### src/rtl/pdt_regs.svh
// timing constants for the power negotiation supervision timers
// Function
// - continuous test mode exits within the continuous test exit limit after GoodCRC.
// - new source holds Source_Capabilities until caps hold time after own PS_RDY ack.
// - new sink accepts Source_Capabilities within consumer ready time after its GoodCRC.
// - report reset signaling sent if physical layer silent past send guard time.
// - after supply reset delay, drop plug supply, pullup, and discharge the bus.
// - unexpected role exchange in modal operation starts hard reset within fault time.
// - reply timer for vendor commands, entry and leave timers for mode commands.
// - reply timer starts on request GoodCRC, stops on response, expiry flags miss.
// - reply timeout recovery depends on which command was sent.
// - responder starts reply within general, entry or leave answer limit.
// - entry timer runs from enter GoodCRC until ACK, NAK or BUSY.
// - leave timer runs from exit GoodCRC until ACK only.
// - entry or leave timer expiry notifies the device policy manager.
// - after BUSY wait at least the retry backoff before repeating the request.
// - plug supply on timer runs from Accept GoodCRC until PS_RDY received.
// - plug supply must be on before PS_RDY is transmitted.
// - initial plug supply provider stops within off limit after PS_RDY.
// - this port never inserts the legacy cable gap before cable packets.
`ifndef PDT_REGS_SVH
`define PDT_REGS_SVH
`define PDT_CLK_PERIOD_NS   4
`define PDT_US_NS           1000
`define PDT_CLK_PER_US      (`PDT_US_NS / `PDT_CLK_PERIOD_NS)
`define PDT_US_PER_MS       1000
`define PDT_TMR_W           8
// cycles from the last counted tick to a registered expiry output
`define PDT_OUT_LAT         2
// limits in milliseconds, picked inside the permitted ranges
`define PDT_CONT_EXIT_MS    50
`define PDT_CAPS_HOLD_MS    22
`define PDT_SINK_READY_MS   10
`define PDT_GUARD_MS        5
`define PDT_SUPPLY_RST_MS   30
`define PDT_ROLE_FAULT_MS   10
`define PDT_REPLY_WAIT_MS   27
`define PDT_ENTRY_WAIT_MS   45
`define PDT_LEAVE_WAIT_MS   45
`define PDT_BACKOFF_MS      52
`define PDT_PLUG_ON_MS      100
`define PDT_ANSWER_MS       15
`define PDT_ENTRY_ANS_MS    25
`define PDT_LEAVE_ANS_MS    25
`endif

### src/rtl/pdt_pkg.sv
// types shared by the supervision timers
package pdt_pkg;
	typedef enum logic [1:0] {PDT_CMD_OTHER, PDT_CMD_ENTER, PDT_CMD_EXIT} pdt_cmd_t;
	typedef enum logic [1:0] {PDT_RSP_ACK, PDT_RSP_NAK, PDT_RSP_BUSY} pdt_rsp_t;
endpackage

### src/rtl/pdt_timer.sv
// tick-driven one-shot timer with a single-cycle expiry pulse
module pdt_timer #(
	parameter int W = 8
) (
	input  wire logic         clock,
	input  wire logic         rst,
	input  wire logic         tick,
	input  wire logic         start,
	input  wire logic         stop,
	input  wire logic         clear,
	input  wire logic [W-1:0] limit,
	output logic              running,
	output logic              expired
);
	logic [W-1:0] cnt_q;
	logic         run_q;
	logic         exp_q;
	logic         last;
	logic         kill;

	assign last = run_q && tick && (cnt_q == limit - W'(1));
	assign kill = rst || clear || stop;

	always_ff @(posedge clock) begin
		if (kill) begin
			run_q <= 1'b0;
			cnt_q <= '0;
		end else if (start) begin
			run_q <= 1'b1;
			cnt_q <= '0;
		end else if (last) begin
			run_q <= 1'b0;
		end else if (run_q && tick) begin
			cnt_q <= cnt_q + W'(1);
		end
	end

	always_ff @(posedge clock) begin
		exp_q <= !kill && !start && last;
	end

	assign running = run_q;
	assign expired = exp_q;
endmodule

### src/rtl/pdt_protocol_timers.sv
// supervision timers and deadlines of the power negotiation port
`include "pdt_regs.svh"
module pdt_protocol_timers
	import pdt_pkg::*;
#(
	parameter int W          = `PDT_TMR_W,
	parameter int US_PER_MS  = `PDT_US_PER_MS,
	parameter int CONT_EXIT  = `PDT_CONT_EXIT_MS,
	parameter int CAPS_HOLD  = `PDT_CAPS_HOLD_MS,
	parameter int SINK_READY = `PDT_SINK_READY_MS,
	parameter int GUARD      = `PDT_GUARD_MS,
	parameter int SUPPLY_RST = `PDT_SUPPLY_RST_MS,
	parameter int ROLE_FAULT = `PDT_ROLE_FAULT_MS,
	parameter int REPLY_WAIT = `PDT_REPLY_WAIT_MS,
	parameter int ENTRY_WAIT = `PDT_ENTRY_WAIT_MS,
	parameter int LEAVE_WAIT = `PDT_LEAVE_WAIT_MS,
	parameter int BACKOFF    = `PDT_BACKOFF_MS,
	parameter int PLUG_ON    = `PDT_PLUG_ON_MS,
	parameter int ANSWER     = `PDT_ANSWER_MS,
	parameter int ENTRY_ANS  = `PDT_ENTRY_ANS_MS,
	parameter int LEAVE_ANS  = `PDT_LEAVE_ANS_MS
) (
	input  wire logic     clock,
	input  wire logic     rst,
	input  wire logic     cont_test_goodcrc,
	output logic          cont_test_exit,
	input  wire logic     swap_src_goodcrc,
	output logic          caps_send_ok,
	input  wire logic     swap_snk_goodcrc,
	output logic          sink_caps_ready,
	input  wire logic     hr_request,
	input  wire logic     hr_phy_sent,
	input  wire logic     hr_done,
	output logic          hr_sent_report,
	input  wire logic     is_source,
	output logic          pullup_en,
	output logic          bus_discharge,
	input  wire logic     role_xchg_goodcrc,
	output logic          hr_start,
	input  wire logic     vdm_req_acked,
	input  wire pdt_cmd_t vdm_req_cmd,
	input  wire logic     vdm_rsp_rx,
	input  wire pdt_rsp_t vdm_rsp_code,
	output logic          vdm_reply_timeout,
	output pdt_cmd_t      vdm_timeout_cmd,
	output logic          dpm_notify,
	output logic          vdm_retry_ok,
	input  wire logic     vdm_in_req_rx,
	input  wire pdt_cmd_t vdm_in_req_cmd,
	input  wire logic     vdm_in_rsp_start,
	output logic          vdm_answer_late,
	input  wire logic     plug_accept_goodcrc,
	input  wire logic     plug_take_over,
	input  wire logic     plug_ps_rdy_rx,
	input  wire logic     plug_supply_on_req,
	output logic          plug_supply_en,
	output logic          plug_on_timeout,
	output logic          ps_rdy_tx_ok,
	output logic          legacy_gap_en
);
	localparam int CLK_PER_US = `PDT_CLK_PER_US;

	logic [$clog2(CLK_PER_US)-1:0] us_cnt_q;
	logic [$clog2(US_PER_MS)-1:0]  ms_cnt_q;
	logic                          us_tick;
	logic                          ms_tick_q;
	logic                          clr;

	// cycle to microsecond to millisecond tick divider
	assign us_tick = (us_cnt_q == ($clog2(CLK_PER_US))'(CLK_PER_US - 1));
	always_ff @(posedge clock) begin
		if (rst || us_tick) begin
			us_cnt_q <= '0;
		end else begin
			us_cnt_q <= us_cnt_q + 1'b1;
		end
	end
	always_ff @(posedge clock) begin
		if (rst) begin
			ms_cnt_q  <= '0;
			ms_tick_q <= 1'b0;
		end else begin
			ms_tick_q <= 1'b0;
			if (us_tick) begin
				if (ms_cnt_q == ($clog2(US_PER_MS))'(US_PER_MS - 1)) begin
					ms_cnt_q  <= '0;
					ms_tick_q <= 1'b1;
				end else begin
					ms_cnt_q <= ms_cnt_q + 1'b1;
				end
			end
		end
	end

	// hard reset signaling flushes every timer except the guard timer and the supply reset timer it starts
	assign clr = hr_done;

	function automatic logic [W-1:0] lim(input int ms);
		return W'(ms);
	endfunction

	function automatic logic [W-1:0] ans_lim_d(input pdt_cmd_t c);
		case (c)
			PDT_CMD_ENTER: return lim(ENTRY_ANS);
			PDT_CMD_EXIT:  return lim(LEAVE_ANS);
			default:       return lim(ANSWER);
		endcase
	endfunction

	logic bist_exp, hold_run, hold_exp, rdy_exp, guard_run, guard_exp, sup_exp;
	logic fault_exp, reply_exp, entry_exp, leave_exp, busy_run, on_exp, ans_exp;
	logic rsp_any, entry_stop, leave_stop;
	logic [W-1:0] ans_lim_q;

	pdt_timer #(.W(W)) u_bist (.clock(clock), .rst(rst), .tick(ms_tick_q),
		.start(cont_test_goodcrc), .stop(1'b0), .clear(clr), .limit(lim(CONT_EXIT)),
		.running(), .expired(bist_exp));
	pdt_timer #(.W(W)) u_hold (.clock(clock), .rst(rst), .tick(ms_tick_q),
		.start(swap_src_goodcrc), .stop(1'b0), .clear(clr), .limit(lim(CAPS_HOLD)),
		.running(hold_run), .expired(hold_exp));
	pdt_timer #(.W(W)) u_rdy (.clock(clock), .rst(rst), .tick(ms_tick_q),
		.start(swap_snk_goodcrc), .stop(1'b0), .clear(clr), .limit(lim(SINK_READY)),
		.running(), .expired(rdy_exp));
	pdt_timer #(.W(W)) u_guard (.clock(clock), .rst(rst), .tick(ms_tick_q),
		.start(hr_request), .stop(hr_phy_sent), .clear(1'b0), .limit(lim(GUARD)),
		.running(guard_run), .expired(guard_exp));
	pdt_timer #(.W(W)) u_supply (.clock(clock), .rst(rst), .tick(ms_tick_q),
		.start(hr_done && is_source), .stop(1'b0), .clear(1'b0),
		.limit(lim(SUPPLY_RST)), .running(), .expired(sup_exp));
	pdt_timer #(.W(W)) u_fault (.clock(clock), .rst(rst), .tick(ms_tick_q),
		.start(role_xchg_goodcrc), .stop(1'b0), .clear(clr), .limit(lim(ROLE_FAULT)),
		.running(), .expired(fault_exp));

	// vendor command supervision, one timer per command class
	assign rsp_any    = vdm_rsp_rx;
	assign entry_stop = vdm_rsp_rx;
	assign leave_stop = vdm_rsp_rx && (vdm_rsp_code == PDT_RSP_ACK);

	pdt_timer #(.W(W)) u_reply (.clock(clock), .rst(rst), .tick(ms_tick_q),
		.start(vdm_req_acked && vdm_req_cmd == PDT_CMD_OTHER), .stop(rsp_any),
		.clear(clr), .limit(lim(REPLY_WAIT)), .running(), .expired(reply_exp));
	pdt_timer #(.W(W)) u_entry (.clock(clock), .rst(rst), .tick(ms_tick_q),
		.start(vdm_req_acked && vdm_req_cmd == PDT_CMD_ENTER), .stop(entry_stop),
		.clear(clr), .limit(lim(ENTRY_WAIT)), .running(), .expired(entry_exp));
	pdt_timer #(.W(W)) u_leave (.clock(clock), .rst(rst), .tick(ms_tick_q),
		.start(vdm_req_acked && vdm_req_cmd == PDT_CMD_EXIT), .stop(leave_stop),
		.clear(clr), .limit(lim(LEAVE_WAIT)), .running(), .expired(leave_exp));
	pdt_timer #(.W(W)) u_busy (.clock(clock), .rst(rst), .tick(ms_tick_q),
		.start(vdm_rsp_rx && vdm_rsp_code == PDT_RSP_BUSY), .stop(1'b0),
		.clear(clr), .limit(lim(BACKOFF)), .running(busy_run), .expired());
	pdt_timer #(.W(W)) u_ans (.clock(clock), .rst(rst), .tick(ms_tick_q),
		.start(vdm_in_req_rx), .stop(vdm_in_rsp_start), .clear(clr),
		.limit(vdm_in_req_rx ? ans_lim_d(vdm_in_req_cmd) : ans_lim_q),
		.running(), .expired(ans_exp));
	pdt_timer #(.W(W)) u_plug_on (.clock(clock), .rst(rst), .tick(ms_tick_q),
		.start(plug_accept_goodcrc), .stop(plug_ps_rdy_rx), .clear(clr),
		.limit(lim(PLUG_ON)), .running(), .expired(on_exp));

	always_ff @(posedge clock) begin
		if (rst) begin
			ans_lim_q <= lim(ANSWER);
		end else if (vdm_in_req_rx) begin
			ans_lim_q <= ans_lim_d(vdm_in_req_cmd);
		end
	end

	// command under supervision, reported with its timeout
	pdt_cmd_t cmd_q;
	always_ff @(posedge clock) begin
		if (rst) begin
			cmd_q <= PDT_CMD_OTHER;
		end else if (vdm_req_acked) begin
			cmd_q <= vdm_req_cmd;
		end
	end

	always_ff @(posedge clock) begin
		if (rst) begin
			cont_test_exit    <= 1'b0;
			hr_sent_report    <= 1'b0;
			hr_start          <= 1'b0;
			vdm_reply_timeout <= 1'b0;
			vdm_timeout_cmd   <= PDT_CMD_OTHER;
			dpm_notify        <= 1'b0;
			plug_on_timeout   <= 1'b0;
			vdm_answer_late   <= 1'b0;
		end else begin
			cont_test_exit    <= bist_exp;
			hr_sent_report    <= (guard_run && hr_phy_sent) || guard_exp;
			hr_start          <= fault_exp;
			vdm_reply_timeout <= reply_exp;
			if (reply_exp) begin
				vdm_timeout_cmd <= cmd_q;
			end
			dpm_notify        <= entry_exp || leave_exp;
			plug_on_timeout   <= on_exp;
			vdm_answer_late   <= ans_exp;
		end
	end

	// capability advertising gates after a role swap
	always_ff @(posedge clock) begin
		if (rst || clr || swap_src_goodcrc) begin
			caps_send_ok <= 1'b0;
		end else if (hold_exp) begin
			caps_send_ok <= 1'b1;
		end
	end
	always_ff @(posedge clock) begin
		if (rst || clr || swap_snk_goodcrc) begin
			sink_caps_ready <= 1'b0;
		end else if (rdy_exp) begin
			sink_caps_ready <= 1'b1;
		end
	end

	// source pullup and bus discharge around hard reset
	always_ff @(posedge clock) begin
		if (rst) begin
			pullup_en     <= 1'b0;
			bus_discharge <= 1'b0;
		end else if (sup_exp) begin
			pullup_en     <= 1'b0;
			bus_discharge <= 1'b1;
		end else begin
			pullup_en     <= is_source;
			bus_discharge <= bus_discharge && is_source;
		end
	end

	// plug supply: on by request, off on reset delay or handing the role away
	always_ff @(posedge clock) begin
		if (rst || sup_exp) begin
			plug_supply_en <= 1'b0;
		end else if (plug_ps_rdy_rx && !plug_take_over) begin
			plug_supply_en <= 1'b0;
		end else begin
			plug_supply_en <= plug_supply_on_req;
		end
	end

	assign ps_rdy_tx_ok  = plug_supply_en;
	assign vdm_retry_ok  = !busy_run;
	assign legacy_gap_en = 1'b0;

	// cycles since an unexpected role exchange, held against the fault reset deadline
	localparam int FAULT_MAX = ROLE_FAULT * US_PER_MS * CLK_PER_US + `PDT_OUT_LAT;
	int fault_age_q;
	always_ff @(posedge clock) begin
		if (rst || clr) begin
			fault_age_q <= 0;
		end else if (role_xchg_goodcrc) begin
			fault_age_q <= 1;
		end else if (hr_start) begin
			fault_age_q <= 0;
		end else if (fault_age_q != 0) begin
			fault_age_q <= fault_age_q + 1;
		end
	end
endmodule

### config.mk
export PLATFORM = sky130hd
export DESIGN_NAME = pdt_protocol_timers
export DESIGN_NICKNAME = d
export VERILOG_FILES = /design/src/rtl/pdt_pkg.sv /design/src/rtl/pdt_timer.sv /design/src/rtl/pdt_protocol_timers.sv
export VERILOG_INCLUDE_DIRS = /design/src /design/src/rtl
export SDC_FILE = /design/constraint.sdc
export NUM_CORES = 1
export LEC_CHECK = 0
export ABC_AREA = 1
export BUFFER_PORTS_ARGS = -buffer_cell sky130_fd_sc_hd__buf_2
export CAP_MARGIN = 20
export CORE_ASPECT_RATIO = 1.4
export CORE_MARGIN = 3
export CORE_UTILIZATION = 35
export DETAILED_ROUTE_END_ITERATION = 16
export PLACE_DENSITY_LB_ADDON = 0.1
export REMOVE_ABC_BUFFERS = 1
export SYNTH_ARGS = -nofsm -noshare
export SYNTH_HDL_FRONTEND = slang
export SYNTH_SLANG_ARGS = --single-unit
### constraint.sdc
create_clock -name clock -period 2.1 [get_ports clock]
set_clock_uncertainty 0.2 [all_clocks]
set_input_delay 0.21 -clock clock [delete_from_list [all_inputs] [get_ports clock]]
set_output_delay 0.21 -clock clock [all_outputs]
set_load 0.05 [all_outputs]
== After elaboration in Yosys (flattened, before gate mapping) ==
Cells that the tools add are included.

* Add/sub/neg operators: 15
* Eq/ne operators: 19
* Multiplexer cells: 29
* Bitwise logic cells: 13
* Reductions and logical operators: 129

{| class="wikitable"
|+ Operator list
! kind !! count
|-
| $add A8 B1 Y8 const B || 13
|-
| $logic_and A1 B1 Y1 || 55
|-
| $eq A8 B6 Y1 const B || 4
|-
| $reduce_or A2 Y1 || 16
|-
| $mux W1 || 26
|-
| $eq A8 B5 Y1 const B || 3
|-
| $reduce_and A2 Y1 || 12
|-
| $reduce_bool A2 Y1 || 12
|-
| $logic_not A1 Y1 || 20
|-
| $eq A8 B4 Y1 const B || 2
|-
| $not A1 Y1 || 13
|-
| $logic_or A1 B1 Y1 || 12
|-
| $add A10 B1 Y10 const B || 1
|-
| $eq A10 B10 Y1 const B || 1
|-
| $mux W10 || 1
|-
| $eq A8 B3 Y1 const B || 1
|-
| $eq A8 B7 Y1 const B || 1
|-
| $eq A8 B8 Y1 || 1
|-
| $eq A8 B8 Y1 const B || 1
|-
| $mux W8 || 1
|-
| $sub A8 B1 Y8 const B || 1
|-
| $eq A2 B2 Y1 const B || 3
|-
| $mux W5 || 1
|-
| $eq A2 B1 Y1 const B || 2
|-
| $logic_not A2 Y1 || 2
|}

* Flip-flop bits (word level): 162
* Input bits: 24
* Output and inout port bits: 17
* Word-level logic and storage cells: 258

== Depth between registers and ports, before layout ==
* Word-level depth: 9
* Depth in mapped cells: 16
* Depth with buffers taken out: 16

== Hierarchy ==
A second synthesis with hierarchy kept.

* Cell total of the unflattened synthesis: 1,950
* Area total of the unflattened synthesis: 12,042.8 µm²

{| class="wikitable"
|+ By module, submodules not included
! module !! times used !! cells each !! area an instance (µm²) !! seq. area each (µm²)
|-
| pdt_timer || 12 || 143 || 855.8 || 200.2
|-
| pdt_protocol_timers || 1 || 234 || 1,773.0 || 860.8
|}

== Worst setup path after synthesis ==
Ideal clock, no wire load.

* Path kind: input-to-reg
* Start: input vdm_in_req_cmd[0]
* End: register u_ans.cnt_q[2]
* Arrival time: 1.779 ns
* Data required time: 1.828 ns
* Path slack: 0.050 ns
* Stages on the path: 16
* Cell sequence: inv_1 > nand2_1 > nand3_1 > o21ai_0 > inv_1 > ha_1 > xnor2_1 > nor2_1 > nand2_1 > nor2_1 > nand3_1 > nor2_2 > nand2_2 > nand2_4 > nand2_1 > a21oi_1

* Longest elaborated chain between the ends: 9

{| class="wikitable"
|+ Ends and longest elaborated chain
! item !! line !! source
|-
| start: declaration || pdt_protocol_timers.sv:49 || <nowiki>input wire pdt_cmd_t vdm_in_req_cmd,</nowiki>
|-
| $eq A2 B2 Y1 / $eq A2 B1 Y1 (equally long branches) || pdt_protocol_timers.sv:103 || <nowiki>case (c)</nowiki>
|-
| $reduce_or A2 Y1 (no line) (*) || n/a ||
|-
| $mux W5 (*) || pdt_protocol_timers.sv:103 ||
|-
| $mux W8 (*) || n/a ||
|-
| $sub A8 B1 Y8 (*) || pdt_timer.sv:21 || <nowiki>assign last = run_q && tick && (cnt_q == limit - W'(1));</nowiki>
|-
| $eq A8 B8 Y1 (*) || pdt_timer.sv:21 ||
|-
| $logic_and A1 B1 Y1 (*) || pdt_timer.sv:21 ||
|-
| $not A1 Y1 (no line) (*) || n/a ||
|-
| $reduce_and A2 Y1 (no line) (*) || n/a ||
|-
| end signal: assignment || pdt_timer.sv:34 || <nowiki>cnt_q <= cnt_q + W'(1);</nowiki>
|-
| end: declaration || pdt_timer.sv:15 || <nowiki>logic [W-1:0] cnt_q;</nowiki>
|}

Mark *: on every way between the ends. The rest lies on a longest branch, timed or not.
A chain may end at the register's enable or synchronous reset.

== Final worst setup path ==
* Start: input hr_done
* End: register u_ans.cnt_q[1]

* Longest elaborated chain between the ends: 3

{| class="wikitable"
|+ Ends and longest elaborated chain
! item !! line !! source
|-
| start: declaration || pdt_protocol_timers.sv:33 || <nowiki>input wire logic hr_done,</nowiki>
|-
| $logic_or A1 B1 Y1 (2 in series) || pdt_timer.sv:22 || <nowiki>assign kill = rst || clear || stop;</nowiki>
|-
| $reduce_or A2 Y1 (no line) || n/a ||
|}

Every way passes these cells.

==> flow_summary.ini <==
[global_routing]
grt_max_degree = 17
grt_overflow = 0
antenna_found_initial = 0
grt_usage_pct = 14.70
first_global_vias = 6206
grt_pass1_wl_um = 27310

[cts]
cts_made_buffers = 17
path_clk_slew_ns = 0.06
htree_levels = 4
cts_num_sinks = 162
clk-insertion-delay-late_ns = 0.42
cts_tree = built
root_buffer = clkbuf_16
cts_buffer_depth = 2

[timing]
maxSlewViolCount = 0
finalSetupViolCount = 0
timing.final.crit_share_pct = 96.48
fin_ws_ns = 0.07388
rsz0062_at_grt = true
period_minus_slack_ns = 2.026
fin_tns_setup_ns = 0
finalHoldViolCount = 0
fmax_mhz = 493.6

[place]
gp_congestion = 0.7746
dpl.cell_count = 1323
hpwl_um = 11740
place_ws_ns = -0.1490
io_buffer_count = 39

[yosys]
async_flop_share_pct = 0
yosys_warnings = 0
synth-seq-area-share_pct = 44.39
ys_top_cells_by_area = dfxtp_1 44%, inv_1 8.7%, nand2_1 8.0%, nor2_1 6.8%, a21oi_1 6.6%
synth.top_cell.area_share_pct = 44.39
synth_seq_cells = 162
synth-edff-count = 0
yosysUniqueCellTypes = 32
synthesis.instances = 1011
syn_area_um2 = 7306
synth_top_area_cell = dfxtp_1
synthFlopType = dfxtp_1
avgSynthCellArea_um2 = 7.226

[setup_path]
worstSetupStartpointType = input port
reg2reg_slack_ns = 0.08
cp.arrival_ns = 2.18
setup.worst_path.class = in -> reg
required_ns = 2.25
reg2reg_from = ans_lim_q[1]
cp-startpoint = hr_done
ff2ff_path_depth = 14
timing.critical_path.to = u_ans.cnt_q[1]
reg2reg_to = u_ans.cnt_q[2]
crit_fanout = 9
endpoint_kind = flop

[die]
initial_core_util_pct = 36.26
die_width_um = 128.1
die_y_um = 176.9
row_count = 61
core-area_um2 = 20150
die_area_um2 = 22670
io_pins = 41

[final_layout]
layout-drive-gt1-share_pct = 12.73
fin_cells = 1383
largest_register = ms_cnt_q
fin_nets = 1169
layout-area-overhead-vs-synth_pct = 22.95
largest_reg_flops = 10
fillers = 2083
antenna_cells = 0

[min_path]
min_path_type = in -> reg

[detailed_routing]
drcViolationCount = 0
wire_per_inst_um = 11.44
first_pass_iters = 6
post_drt_via_cell_ratio = 4.613
num_vias = 6380
drt_wl_total_um = 15820
antenna_left = 0
drt_iter0_drc = 275

[power_and_ir_drop]
ir_worst_vdd_mv = 0.5430
leakagePower_nw = 3.418
powerDensity_nw_per_um2 = 697.5
finalPower_mw = 6.265

[outcome]
status = finished, final reports clean

[flow_run]
cap_viol_max_count = 0
==> where the power goes <==
group	switching [mW]	internal (mW)
logic	0.154	0.109
clock network	1.22	1.68
registers	0.0128	3.10
total	1.38	4.88
==> placed cells by master (no fill, tap or decap), types with 30 or more instances in the layout <==
cell type	Yosys	layout
a21oi_1	96	89
o21ai_0	66	65
buf_2	3	39
nand3_1	59	55
dfxtp_1	162	161
inv_1	169	168
nor2_1	132	127
nand2_1	155	148
buf_4	2	30
nor3_1	44	42
==> per-layer routing <==
metal	track usage (%)	routed length (µm)	up-vias
met5	0	0	-
met1	16.58	7034	2813
met3	3.321	408	23
met2	26.99	8040	57
li1	-	-	3487
met4	4.912	338	0
==> how the worst min path moves through the flow <==
stage | from | end | slack, ns | cells after the start
after floorplan | rst | bus_discharge | 0.08 | 1
after global placement | u_plug_on.expired | plug_on_timeout | 0.19 | 2
after detailed placement | u_plug_on.expired | plug_on_timeout | 0.19 | 2
after CTS | vdm_in_req_rx | ans_lim_q[1] | 0.01 | 5
after global routing | vdm_in_req_cmd[0] | ans_lim_q[2] | 0.09 | 5
final | vdm_in_req_rx | ans_lim_q[1] | 0.07 | 5
==> cells by family after synthesis <==
logic type                 count (synthesis)  share of synthesized area (%)
AOI/OAI and AO/OA                        171                          12.01
xor gates and xnor gates                  22                          2.638
adders and majority gates                 25                          4.282
buffers and inverters                    181                          9.454
DFF                                      162                          44.39
other                                      1                        0.05133
and+or+nand+nor                          449                          27.18
==> final cells by class <==
type                       count  area, µm²  share of cell area (%)
multi-input combinational    669       3523                   39.23
sequential                   162       3244                   36.12
timing repair buffer          97      701.9                   7.814
inverter                     173      653.1                   7.271
clock buffer                  21      460.4                   5.126
tap                          252      315.3                   3.510
clock inverter                 9      83.83                  0.9333
==> cell usage after synthesis, drive strengths merged (5+ instances only) <==
library cell,instances
xor2,15
xnor2,7
a21oi,96
inv,170
buf,6
nand3b,5
o21ai,66
nor3,44
nand3,59
dfxtp,162
nor2,135
ha,25
nand4,26
nor3b,10
nand2,159
or2,7
==> through the flow <==
stage	util [%]	hold WS, ns	instance area (µm²)
finish	44.58	0.06641	8982
floorplan	-	0.07907	7264
global placement	39.67	0.1923	7993
detailed placement	39.67	0.1941	7993
CTS	43.90	0.009582	8845
global route	44.58	0.08527	8982
==> critical path, stage by stage <==
cell and delay, ns:
dlygate4sd3_1 0.55, buf_2 0.15, nor2_2 0.12, inv_1 0.18
or2_2 0.34, nor2_1 0.17, clkinvlp_4 0.28, a21oi_1 0.18
==> repair_timing <==
item | CTS | global route
hold buffers | 27 | 0
pin swaps | 4 | 6
resized for setup | 5 | 34
gates cloned | 1 | 0
hold endpoints to repair | 49 | 0
endpoints found under the setup margin | 8 | 18
setup buffers | 2 | 0
No activity file was read; power rests on OpenSTA's default activity.
